<file path="src/core/ccs_pkg.sv">
// package: register layouts, reset values and timing constants of the cpu clock switch guard
package ccs_pkg;
   // clock mode select register bits
   localparam int MAIN_EXT_SELECT_BIT = 7;
   localparam int MAIN_SRC_ENABLE_BIT = 6;
   localparam int SUB_EXT_SELECT_BIT  = 5;
   localparam int SUB_SRC_ENABLE_BIT  = 4;
   localparam int HF_AMP_MODE_BIT     = 0;
   // main oscillator control register bits
   localparam int MAIN_OSC_STOP_BIT   = 7;
   // main clock mode register bits
   localparam int HS_SRC_LATCH_BIT    = 2;
   localparam int MAIN_CLK_STATUS_BIT = 1;
   localparam int MAIN_CLK_SELECT_BIT = 0;
   // processor clock control register bits
   localparam int SUB_AMP_START_BIT   = 6;
   localparam int CPU_SUB_SELECT_BIT  = 4;
   // ring oscillator mode register bits
   localparam int RING_OSC_STATUS_BIT = 7;
   localparam int RING_OSC_STOP_BIT   = 0;
   // reset values
   localparam logic [7:0] CMS_RESET = 8'h00;
   localparam logic [7:0] MOC_RESET = 8'h80;
   localparam logic [7:0] MCM_RESET = 8'h00;
   localparam logic [7:0] PCC_RESET = 8'h00;
   localparam logic [7:0] RCM_RESET = 8'h00;
   // timing
   localparam int CLK_FREQ_MHZ      = 25;
   localparam int HF_GATE_TIME_US   = 5;
   localparam int HF_GATE_CYCLES    = HF_GATE_TIME_US * CLK_FREQ_MHZ;
   localparam int SWITCH_SYNC_DEPTH = 2;

   // one cpu clock source selection
   typedef enum logic [1:0] {CCS_SRC_RING, CCS_SRC_MAIN, CCS_SRC_SUB} ccs_src_t;

   // software write to one register
   typedef struct packed {
      logic       cms_we;
      logic       moc_we;
      logic       mcm_we;
      logic       pcc_we;
      logic       rcm_we;
      logic [7:0] wdata;
   } ccs_wr_t;

   // register images seen by software
   typedef struct packed {
      logic [7:0] cms;
      logic [7:0] main_osc_control_reg;
      logic [7:0] main_clock_mode_reg;
      logic [7:0] processor_clock_control_reg;
      logic [7:0] ring_osc_mode_reg;
   } ccs_regs_t;
endpackage : ccs_pkg

</file>
<file path="src/core/ccs_switch_sync.sv">
// module: handshake that moves the clock mux select only after the old source is quiet
`timescale 1ns/100ps
module ccs_switch_sync
#(
   parameter int DEPTH = ccs_pkg::SWITCH_SYNC_DEPTH
)
(
   // clock and reset
   input  wire logic             i_clock,
   input  wire logic             i_sys_rst,
   // request and result
   input  wire ccs_pkg::ccs_src_t i_req_src,
   input  wire logic             i_gate,
   output      ccs_pkg::ccs_src_t o_cur_src,
   output      logic             o_busy
);
   typedef enum {ST_IDLE, ST_OFF, ST_MOVE} ccs_sw_st_t;
   ccs_sw_st_t        st_r, st_nxt;
   logic [7:0]        cnt_r, cnt_nxt;
   ccs_pkg::ccs_src_t src_r, src_nxt;
   logic              busy_r, busy_nxt;

   ////////////////////////////////////////////////////////////////////////
   // break-before-make: enable drops, wait, then mux moves, wait, enable back
   always_comb
   begin
      st_nxt   = st_r;
      cnt_nxt  = cnt_r;
      src_nxt  = src_r;
      busy_nxt = 1'b1;
      case (st_r)
         ST_IDLE:
         begin
            busy_nxt = 1'b0;
            if (i_req_src != src_r)
            begin
               st_nxt   = ST_OFF;
               cnt_nxt  = 8'(DEPTH);
               busy_nxt = 1'b1;
            end
         end
         ST_OFF:
         begin
            if (cnt_r != 8'h00)
               cnt_nxt = cnt_r - 8'h01;
            else
            begin
               src_nxt = i_req_src;
               cnt_nxt = 8'(DEPTH);
               st_nxt  = ST_MOVE;
            end
         end
         ST_MOVE:
         begin
            if (cnt_r != 8'h00)
               cnt_nxt = cnt_r - 8'h01;
            else
               st_nxt = ST_IDLE;
         end
         default:
            st_nxt = ST_IDLE;
      endcase
      if (i_gate)
         busy_nxt = 1'b1;
   end

   // state registers
   always_ff @(posedge i_clock or posedge i_sys_rst)
   begin
      if (i_sys_rst)
      begin
         st_r   <= ST_IDLE;
         cnt_r  <= 8'h00;
         src_r  <= ccs_pkg::CCS_SRC_RING;
         busy_r <= 1'b0;
      end
      else
      begin
         st_r   <= st_nxt;
         cnt_r  <= cnt_nxt;
         src_r  <= src_nxt;
         busy_r <= busy_nxt;
      end
   end

   assign o_cur_src = src_r;
   assign o_busy    = busy_r;
endmodule : ccs_switch_sync

</file>
<file path="src/core/ccs_guard.sv">
// module: cpu clock source guard, hf amp clock hold and source stop control
// Behaviour
// software readies main crystal, waits stabilization
// software readies external main clock input
// ring oscillator may stop on main clock
// cpu clock held 5 us after hf_amp_mode
// back to ring needs ring running first; the mux switch does not check the ring stop bit
// software readies sub crystal, waits stabilization
// software readies external sub clock input
// ring oscillator may stop on sub clock
// return to ring needs ring selected main
// sub source may stop after leaving it
// sub to crystal needs main status 1
// sub to external main needs status 1
// mode select bits 7, 6, 0
// main oscillator stop at bit 7
// latch bit 2, main select bit 0
// cpu sub select at bit 4
// sub start bit 6, sub bits 5, 4
// ring stop bit 0, status bit 7
// main clock status at bit 1
// clock mux moves only glitch free
`timescale 1ns/100ps
module ccs_guard
#(
   parameter int HF_GATE_CYCLES = ccs_pkg::HF_GATE_CYCLES
)
(
   // clock and reset
   input  wire logic              i_clock,
   input  wire logic              i_sys_rst,
   // software register writes
   input  wire ccs_pkg::ccs_wr_t  i_wr,
   // register images
   output      ccs_pkg::ccs_regs_t o_regs,
   // source enables toward the oscillators
   output      logic              o_ring_osc_en,
   output      logic              o_main_osc_en,
   output      logic              o_main_ext_en,
   output      logic              o_sub_osc_en,
   output      logic              o_sub_ext_en,
   output      logic              o_hf_amp,
   // cpu clock mux
   output      ccs_pkg::ccs_src_t o_cpu_src,
   output      logic              o_cpu_clk_en
);
   logic [7:0] cms_r, cms_nxt;
   logic [7:0] moc_r, moc_nxt;
   logic [7:0] mcm_r, mcm_nxt;
   logic [7:0] pcc_r, pcc_nxt;
   logic [7:0] rcm_r, rcm_nxt;
   logic       latch_done_r, latch_done_nxt;
   logic       amp_done_r, amp_done_nxt;
   logic [15:0] gate_cnt_r, gate_cnt_nxt;
   logic       gate_r, gate_nxt;
   ccs_pkg::ccs_regs_t regs_r, regs_nxt;
   logic       ring_en_r, ring_en_nxt;
   logic       mosc_en_r, mosc_en_nxt;
   logic       mext_en_r, mext_en_nxt;
   logic       sosc_en_r, sosc_en_nxt;
   logic       sext_en_r, sext_en_nxt;
   logic       amp_r, amp_nxt;
   logic       clk_en_r, clk_en_nxt;
   ccs_pkg::ccs_src_t src_q_r, src_q_nxt;
   ccs_pkg::ccs_src_t req_src;
   ccs_pkg::ccs_src_t cur_src;
   logic       sw_busy;
   logic       on_ring, on_main, on_sub;
   logic       ring_stop_ok, main_stop_ok, sub_stop_ok;

   localparam logic [15:0] GATE_LOAD = 16'(HF_GATE_CYCLES);

   ////////////////////////////////////////////////////////////////////////
   // where the cpu clock really is, from the glitch-free mux
   assign on_sub  = (cur_src == ccs_pkg::CCS_SRC_SUB);
   assign on_main = (cur_src == ccs_pkg::CCS_SRC_MAIN);
   assign on_ring = (cur_src == ccs_pkg::CCS_SRC_RING);
   // ring stop, main stop and sub disable writes take effect only when the cpu runs on something else and no switch is busy
   assign ring_stop_ok = !on_ring && !sw_busy;
   assign main_stop_ok = !on_main && !sw_busy;
   assign sub_stop_ok  = !on_sub && !sw_busy;

   // requested source from cpu_sub_select and main_clk_select
   always_comb
   begin
      if (pcc_r[ccs_pkg::CPU_SUB_SELECT_BIT])
         req_src = ccs_pkg::CCS_SRC_SUB;
      else if (mcm_r[ccs_pkg::MAIN_CLK_SELECT_BIT])
         req_src = ccs_pkg::CCS_SRC_MAIN;
      else
         req_src = ccs_pkg::CCS_SRC_RING;
   end

   ////////////////////////////////////////////////////////////////////////
   // register file next values
   always_comb
   begin
      cms_nxt        = cms_r;
      moc_nxt        = moc_r;
      mcm_nxt        = mcm_r;
      pcc_nxt        = pcc_r;
      rcm_nxt        = rcm_r;
      latch_done_nxt = latch_done_r;
      amp_done_nxt   = amp_done_r;
      if (i_wr.cms_we)
      begin
         cms_nxt[ccs_pkg::MAIN_EXT_SELECT_BIT] = i_wr.wdata[ccs_pkg::MAIN_EXT_SELECT_BIT];
         cms_nxt[ccs_pkg::MAIN_SRC_ENABLE_BIT] = i_wr.wdata[ccs_pkg::MAIN_SRC_ENABLE_BIT];
         cms_nxt[ccs_pkg::SUB_EXT_SELECT_BIT]  = i_wr.wdata[ccs_pkg::SUB_EXT_SELECT_BIT];
         // sub source can be disabled only once the cpu has left it
         if (i_wr.wdata[ccs_pkg::SUB_SRC_ENABLE_BIT] || sub_stop_ok)
            cms_nxt[ccs_pkg::SUB_SRC_ENABLE_BIT] = i_wr.wdata[ccs_pkg::SUB_SRC_ENABLE_BIT];
         // amp mode takes one write after reset
         if (!amp_done_r)
         begin
            cms_nxt[ccs_pkg::HF_AMP_MODE_BIT] = i_wr.wdata[ccs_pkg::HF_AMP_MODE_BIT];
            amp_done_nxt = 1'b1;
         end
      end
      if (i_wr.moc_we)
      begin
         if (!i_wr.wdata[ccs_pkg::MAIN_OSC_STOP_BIT] || main_stop_ok)
            moc_nxt[ccs_pkg::MAIN_OSC_STOP_BIT] = i_wr.wdata[ccs_pkg::MAIN_OSC_STOP_BIT];
      end
      if (i_wr.mcm_we)
      begin
         // source latch may change once after reset
         if (!latch_done_r)
         begin
            mcm_nxt[ccs_pkg::HS_SRC_LATCH_BIT] = i_wr.wdata[ccs_pkg::HS_SRC_LATCH_BIT];
            latch_done_nxt = 1'b1;
         end
         mcm_nxt[ccs_pkg::MAIN_CLK_SELECT_BIT] = i_wr.wdata[ccs_pkg::MAIN_CLK_SELECT_BIT];
      end
      if (i_wr.pcc_we)
      begin
         pcc_nxt[ccs_pkg::SUB_AMP_START_BIT]  = i_wr.wdata[ccs_pkg::SUB_AMP_START_BIT];
         pcc_nxt[ccs_pkg::CPU_SUB_SELECT_BIT] = i_wr.wdata[ccs_pkg::CPU_SUB_SELECT_BIT];
      end
      if (i_wr.rcm_we)
      begin
         // stopping the ring oscillator under the cpu is refused
         if (!i_wr.wdata[ccs_pkg::RING_OSC_STOP_BIT] || ring_stop_ok)
            rcm_nxt[ccs_pkg::RING_OSC_STOP_BIT] = i_wr.wdata[ccs_pkg::RING_OSC_STOP_BIT];
      end
      // status bits follow hardware
      // on the sub clock the main system clock is off the cpu mux, so status follows the select bit
      mcm_nxt[ccs_pkg::MAIN_CLK_STATUS_BIT] = on_sub ? mcm_nxt[ccs_pkg::MAIN_CLK_SELECT_BIT]
                                            : (on_main || (src_q_r == ccs_pkg::CCS_SRC_MAIN));
      rcm_nxt[ccs_pkg::RING_OSC_STATUS_BIT] = rcm_nxt[ccs_pkg::RING_OSC_STOP_BIT];
   end

   // register file
   always_ff @(posedge i_clock or posedge i_sys_rst)
   begin
      if (i_sys_rst)
      begin
         cms_r        <= ccs_pkg::CMS_RESET;
         moc_r        <= ccs_pkg::MOC_RESET;
         mcm_r        <= ccs_pkg::MCM_RESET;
         pcc_r        <= ccs_pkg::PCC_RESET;
         rcm_r        <= ccs_pkg::RCM_RESET;
         latch_done_r <= 1'b0;
         amp_done_r   <= 1'b0;
      end
      else
      begin
         cms_r        <= cms_nxt;
         moc_r        <= moc_nxt;
         mcm_r        <= mcm_nxt;
         pcc_r        <= pcc_nxt;
         rcm_r        <= rcm_nxt;
         latch_done_r <= latch_done_nxt;
         amp_done_r   <= amp_done_nxt;
      end
   end

   ////////////////////////////////////////////////////////////////////////
   // hf amp clock hold: counts whole cycles, the 5 us is exactly 125 at 25 MHz with no rounding
   always_comb
   begin
      gate_cnt_nxt = gate_cnt_r;
      gate_nxt     = gate_r;
      if (cms_nxt[ccs_pkg::HF_AMP_MODE_BIT] && !cms_r[ccs_pkg::HF_AMP_MODE_BIT])
      begin
         gate_nxt     = 1'b1;
         gate_cnt_nxt = GATE_LOAD;
      end
      else if (gate_r)
      begin
         if (gate_cnt_r > 16'h0001)
            gate_cnt_nxt = gate_cnt_r - 16'h0001;
         else
         begin
            gate_cnt_nxt = 16'h0000;
            gate_nxt     = 1'b0;
         end
      end
   end

   // hold counter
   always_ff @(posedge i_clock or posedge i_sys_rst)
   begin
      if (i_sys_rst)
      begin
         gate_cnt_r <= 16'h0000;
         gate_r     <= 1'b0;
      end
      else
      begin
         gate_cnt_r <= gate_cnt_nxt;
         gate_r     <= gate_nxt;
      end
   end

   ////////////////////////////////////////////////////////////////////////
   // mux select moves break-before-make
   ccs_switch_sync u_switch
   (
      .i_clock   (i_clock),
      .i_sys_rst (i_sys_rst),
      .i_req_src (req_src),
      .i_gate    (gate_r),
      .o_cur_src (cur_src),
      .o_busy    (sw_busy)
   );

   // output images and oscillator enables
   always_comb
   begin
      regs_nxt     = '{cms: cms_r, main_osc_control_reg: moc_r, main_clock_mode_reg: mcm_r, processor_clock_control_reg: pcc_r, ring_osc_mode_reg: rcm_r};
      ring_en_nxt  = !rcm_r[ccs_pkg::RING_OSC_STOP_BIT];
      mosc_en_nxt  = !moc_r[ccs_pkg::MAIN_OSC_STOP_BIT] && cms_r[ccs_pkg::MAIN_SRC_ENABLE_BIT]
                     && !cms_r[ccs_pkg::MAIN_EXT_SELECT_BIT];
      mext_en_nxt  = !moc_r[ccs_pkg::MAIN_OSC_STOP_BIT] && cms_r[ccs_pkg::MAIN_SRC_ENABLE_BIT]
                     && cms_r[ccs_pkg::MAIN_EXT_SELECT_BIT];
      // the sub start bit, or the sub enable bit with ext select clear, runs the sub amplifier
      sosc_en_nxt  = pcc_r[ccs_pkg::SUB_AMP_START_BIT] || (cms_r[ccs_pkg::SUB_SRC_ENABLE_BIT]
                     && !cms_r[ccs_pkg::SUB_EXT_SELECT_BIT]);
      sext_en_nxt  = !pcc_r[ccs_pkg::SUB_AMP_START_BIT] && cms_r[ccs_pkg::SUB_SRC_ENABLE_BIT]
                     && cms_r[ccs_pkg::SUB_EXT_SELECT_BIT];
      amp_nxt      = cms_r[ccs_pkg::HF_AMP_MODE_BIT];
      clk_en_nxt   = !sw_busy && !gate_r;
      src_q_nxt    = cur_src;
   end

   // output flops
   always_ff @(posedge i_clock or posedge i_sys_rst)
   begin
      if (i_sys_rst)
      begin
         regs_r    <= '0;
         ring_en_r <= 1'b1;
         mosc_en_r <= 1'b0;
         mext_en_r <= 1'b0;
         sosc_en_r <= 1'b0;
         sext_en_r <= 1'b0;
         amp_r     <= 1'b0;
         clk_en_r  <= 1'b0;
         src_q_r   <= ccs_pkg::CCS_SRC_RING;
      end
      else
      begin
         regs_r    <= regs_nxt;
         ring_en_r <= ring_en_nxt;
         mosc_en_r <= mosc_en_nxt;
         mext_en_r <= mext_en_nxt;
         sosc_en_r <= sosc_en_nxt;
         sext_en_r <= sext_en_nxt;
         amp_r     <= amp_nxt;
         clk_en_r  <= clk_en_nxt;
         src_q_r   <= src_q_nxt;
      end
   end

   assign o_regs        = regs_r;
   assign o_ring_osc_en = ring_en_r;
   assign o_main_osc_en = mosc_en_r;
   assign o_main_ext_en = mext_en_r;
   assign o_sub_osc_en  = sosc_en_r;
   assign o_sub_ext_en  = sext_en_r;
   assign o_hf_amp      = amp_r;
   assign o_cpu_src     = src_q_r;
   assign o_cpu_clk_en  = clk_en_r;
endmodule : ccs_guard

</file>
<file path="config.mk">
export PLATFORM = sky130hd
export DESIGN_NAME = ccs_guard
export DESIGN_NICKNAME = d
export VERILOG_FILES = /design/src/core/ccs_pkg.sv /design/src/core/ccs_switch_sync.sv /design/src/core/ccs_guard.sv
export SDC_FILE = /design/constraint.sdc
export NUM_CORES = 1
export LEC_CHECK = 0
export BUFFER_PORTS_ARGS = -buffer_cell sky130_fd_sc_hd__buf_2
export CAP_MARGIN = 25
export CORE_MARGIN = 1.5
export CORE_UTILIZATION = 55
export CTS_CLUSTER_DIAMETER = 50
export CTS_CLUSTER_SIZE = 25
export DETAILED_ROUTE_END_ITERATION = 8
export PLACE_DENSITY = 0.8
export SYNTH_ARGS = -nofsm -noshare
export SYNTH_HDL_FRONTEND = slang
export SYNTH_SLANG_ARGS = --single-unit
</file>
<file path="constraint.sdc">
create_clock -name i_clock -period 2.3 [get_ports i_clock]
set_input_delay 0.115 -clock i_clock [delete_from_list [all_inputs] [get_ports i_clock]]
set_output_delay 0.115 -clock i_clock [all_outputs]
set_load 0.1 [all_outputs]
</file>
==> run metrics <==
hold path depth=3; worst vdd ir=0.524 mV; first-pass GRT wire length=9920 µm; share of cells above drive strength 1=23.2%; Psw=0.00188 W; CTS tree=done; Sequential Area=1600 µm²; R2R Path End=gate_cnt_r[13]$_DFFE_PP0P_; hold wc startpoint=i_wr[4]; gr ovfl total=0; slew margin rel.=63.1%; Die Y-Extent=79.3 µm; worst skew pair latency=0.34 ns; Worst setup SP type=flip-flop; simple-gate area share of the yosys netlist=16.9%; DRT iter0 DRCs=178; largest net degree at the start of global routing=24; TritonCTS Sinks=64; I/O pin cnt=64; Setup Viol. Count Final=0; Seq/Total Area, Yosys=50.2%; Final WS setup=0.134 ns; Max Fclk=0.462 GHz; post-placement setup slack=0.155 ns; max-slew violation count=0; CP cell instances=inv_1, ha_1, or2_2, and3_1, or4b_1, a21oi_1; number of synthesized register bits=64; Comb pwr share=39.2%; internal power=0.00247 W; main combinational cell family by area after synthesis=simple AND/OR/NAND/NOR gates; Final period util=94.2%; Worst path max stage delay=0.52 ns; Worst R2R Start=gate_cnt_r[0]$_DFFE_PP0P_; port bufs=34; WL/cell=14.1 µm; clk root buf=clkbuf_8; Compound-Gate Fraction of Synth Area=14.9%; Top Family by Delay on Critical Path=simple AND/OR/NAND/NOR gates; RSZ-0062 raised after global routing=false; core box area=5570 µm²; Worst Skew=0.00465 ns; starting density of the core=57.4%; pin slew with the least headroom to its limit=0.548 ns; fill cell count=432; DR pass1 iterations=4; fin crit period=2.17 ns; Clk network pwr share=23.3%; final hold vios=0; CP max stage cell=or4b_1; multi-input gate area in the final layout=1370 µm²; Hold/Removal Path Class=input port to flip-flop; DP HPWL=4160 µm; worst endpoint required time=2.56 ns; total wire length=5920 µm; Async S/R FF share, synth=100%; P per Cell Area=1210 nW/µm²; DR vias=2,305; main flop type after synthesis=dfrtp_1; max cap viols=0; flop2flop setup slack=0.13 ns; Die Wd=79.3 µm; Mapped Area=3200 µm²; post-synth cell types=55; status=complete, no violations; initial antenna violation count=0; clock buffer count from CTS=9; number of antenna diodes=0; mux contribution to synthesized area=3.76%; worst-path maximum fanout=9; kind of critical path=flip-flop to flip-flop; Critical Path Stages=6; Layout Nets=368; CTS clock-pin slew for the worst setup and hold paths=0.07 ns; Endpoint, Worst Hold=cms_r[4]$_DFFE_PP0P_; H-tree levels=3; Setup TNS=0 ns; vias in the first global route=2,258; synth warn=0; Post-synth EDFFs=0; DRC=0; mean area per synthesized cell=10.7 µm²; Synth Area in XOR/XNOR=0.509%; post-route ant nets=0; Area Overhead vs Synth=12.9%; power share of the sequential group=37.5%; clock buffer depth=2; Placer Congestion=0.799; Die ar.=6280 µm²; sw frac=43.2%; setup bufs post-CTS=0; Syn Inst Count=298; leakage=1.68 nW; CP arrival=2.43 ns; Synth Area in Adders=3.52%; total track usage=20.5%; Bufs and invs on worst path=1; Cell Rows=27; FF-to-FF path depth=6; Vias/cell=5.48; CP endpoint kind=flip-flop
-- repair_timing --
| item | CTS | global route |
|---|---|---|
| gates resized for setup | 0 | 0 |
| hold buffers | 5 | 0 |
| hold endpoints to repair | 24 | 0 |
-- routing by layer --
metal | vias to the layer above | share of wire, % | track usage, %
met5 | - | 0 | 0
met4 | 0 | 2.5 | 13.0
met3 | 15 | 4.5 | 4.14
met2 | 62 | 50 | 34.8
met1 | 1117 | 43 | 23.7
li1 | 1111 | - | -
-- cells in the mapped netlist (3+ instances only) --
master | instances | area (µm²)
dfrtp_1 | 62 | 1550
buf_4 | 30 | 225
nand2_1 | 24 | 90.1
inv_1 | 17 | 63.8
a21oi_1 | 15 | 75.1
nor2_1 | 11 | 41.3
ha_1 | 9 | 113
mux2_2 | 8 | 90.1
o31ai_1 | 8 | 60.1
a22oi_1 | 7 | 52.6
a211o_1 | 6 | 52.6
nand3_1 | 6 | 30.0
o21ai_0 | 6 | 30.0
or3_1 | 6 | 37.5
or4_1 | 6 | 45.0
nor3_1 | 5 | 25.0
o211ai_1 | 5 | 37.5
or2_2 | 5 | 31.3
clkbuf_1 | 4 | 15.0
mux2i_1 | 3 | 30.0
nand2b_1 | 3 | 18.8
nand4_1 | 3 | 18.8
nand4b_1 | 3 | 26.3
-- power groups by stage --
stage                     Clock, W  Combinational, W  Sequential, W
final                      0.00101           0.00171        0.00163
after global routing       0.00108           0.00186        0.00168
after detailed placement         0           0.00170        0.00165
after global placement           0           0.00165        0.00163
after floorplan                  0           0.00114        0.00193
after CTS                  0.00103           0.00171        0.00163
-- cell families after synthesis --
group / Yosys count
AND/OR/NAND/NOR: 91
AO/OA/AOI/OAI: 67
flip-flops: 64
buffers and inverters: 54
multiplexers: 11
adder cells (fa/ha/maj): 9
other: 1
XOR/XNOR: 1
-- flip-flops by register name, summed over array words and instances, names as in the netlist, 2 cells and up --
signal              flops
mcm_r                   3
gate_cnt_r             16
u_switch.cnt_r          8
o_cpu_src               2
cms_r                   5
u_switch.st_r           2
o_regs                 12
u_switch.o_cur_src      2
pcc_r                   2
-- cells in the final DEF (no fill, tap or decap), drive strengths merged, types with 3 or more instances in the layout --
cell type    synthesis  layout
dfrtp               62      62
buf                 31      40
conb                 1      27
nand2               24      24
inv                 17      18
a21oi               15      15
nor2                11      11
clkbuf               5      11
ha                   9       9
mux2                 8       8
o31ai                8       8
a22oi                7       7
a211o                6       6
or3                  6       6
nand3                6       6
or4                  6       6
o21ai                6       6
o211ai               6       6
nor3                 5       5
or2                  5       5
dlygate4sd3          0       5
nor4                 4       4
nand4b               3       3
nand2b               3       3
nand4                3       3
mux2i                3       3
clkinv               1       3
-- worst max path at each step --
| stage | start | to | slack (ns) |
|---|---|---|---|
| after global routing | gate_cnt_r[0]$_DFFE_PP0P_ | gate_cnt_r[13]$_DFFE_PP0P_ | 0.02 |
| after global placement | gate_cnt_r[0]$_DFFE_PP0P_ | gate_cnt_r[13]$_DFFE_PP0P_ | 0.20 |
| after detailed placement | gate_cnt_r[0]$_DFFE_PP0P_ | gate_cnt_r[13]$_DFFE_PP0P_ | 0.15 |
| final | gate_cnt_r[0]$_DFFE_PP0P_ | gate_cnt_r[13]$_DFFE_PP0P_ | 0.13 |
| after floorplan | gate_cnt_r[0]$_DFFE_PP0P_ | gate_cnt_r[13]$_DFFE_PP0P_ | 0.26 |
| after CTS | gate_cnt_r[0]$_DFFE_PP0P_ | gate_cnt_r[13]$_DFFE_PP0P_ | 0.14 |
-- per-stage QoR --
stage	hold WS [ns]	cell area [µm²]	util, %	total power (W)	cells
3_5_place_dp	0.154	3340	60.0	0.00334	400
3_3_place_gp	0.152	3340	60.0	0.00328	400
5_1_grt	0.00767	3610	64.8	0.00461	421
2_1_floorplan	0.171	3300	-	0.00307	324
4_1_cts	0.00335	3610	64.8	0.00437	421
6_report	0.00849	3610	64.8	0.00435	421
-- worst register-to-register path, stage by stage, from the launching register on --
cell and delay (ns):
dfrtp_1 0.46, inv_1 0.07, ha_1 0.25, or2_2 0.35, and3_1 0.28, or4b_1 0.52, a21oi_1 0.16
-- area by class of cell --
type                    count  share of cell area, %
clock buffers              11                   4.19
clock inverters             5                   1.77
inverters                  18                   1.87
multi-input cells         206                   37.9
flip-flops and latches     64                   44.4
well taps                  72                   2.50
repair buffers             45                   7.35
Note: power is estimated with default switching activity, not from simulation.
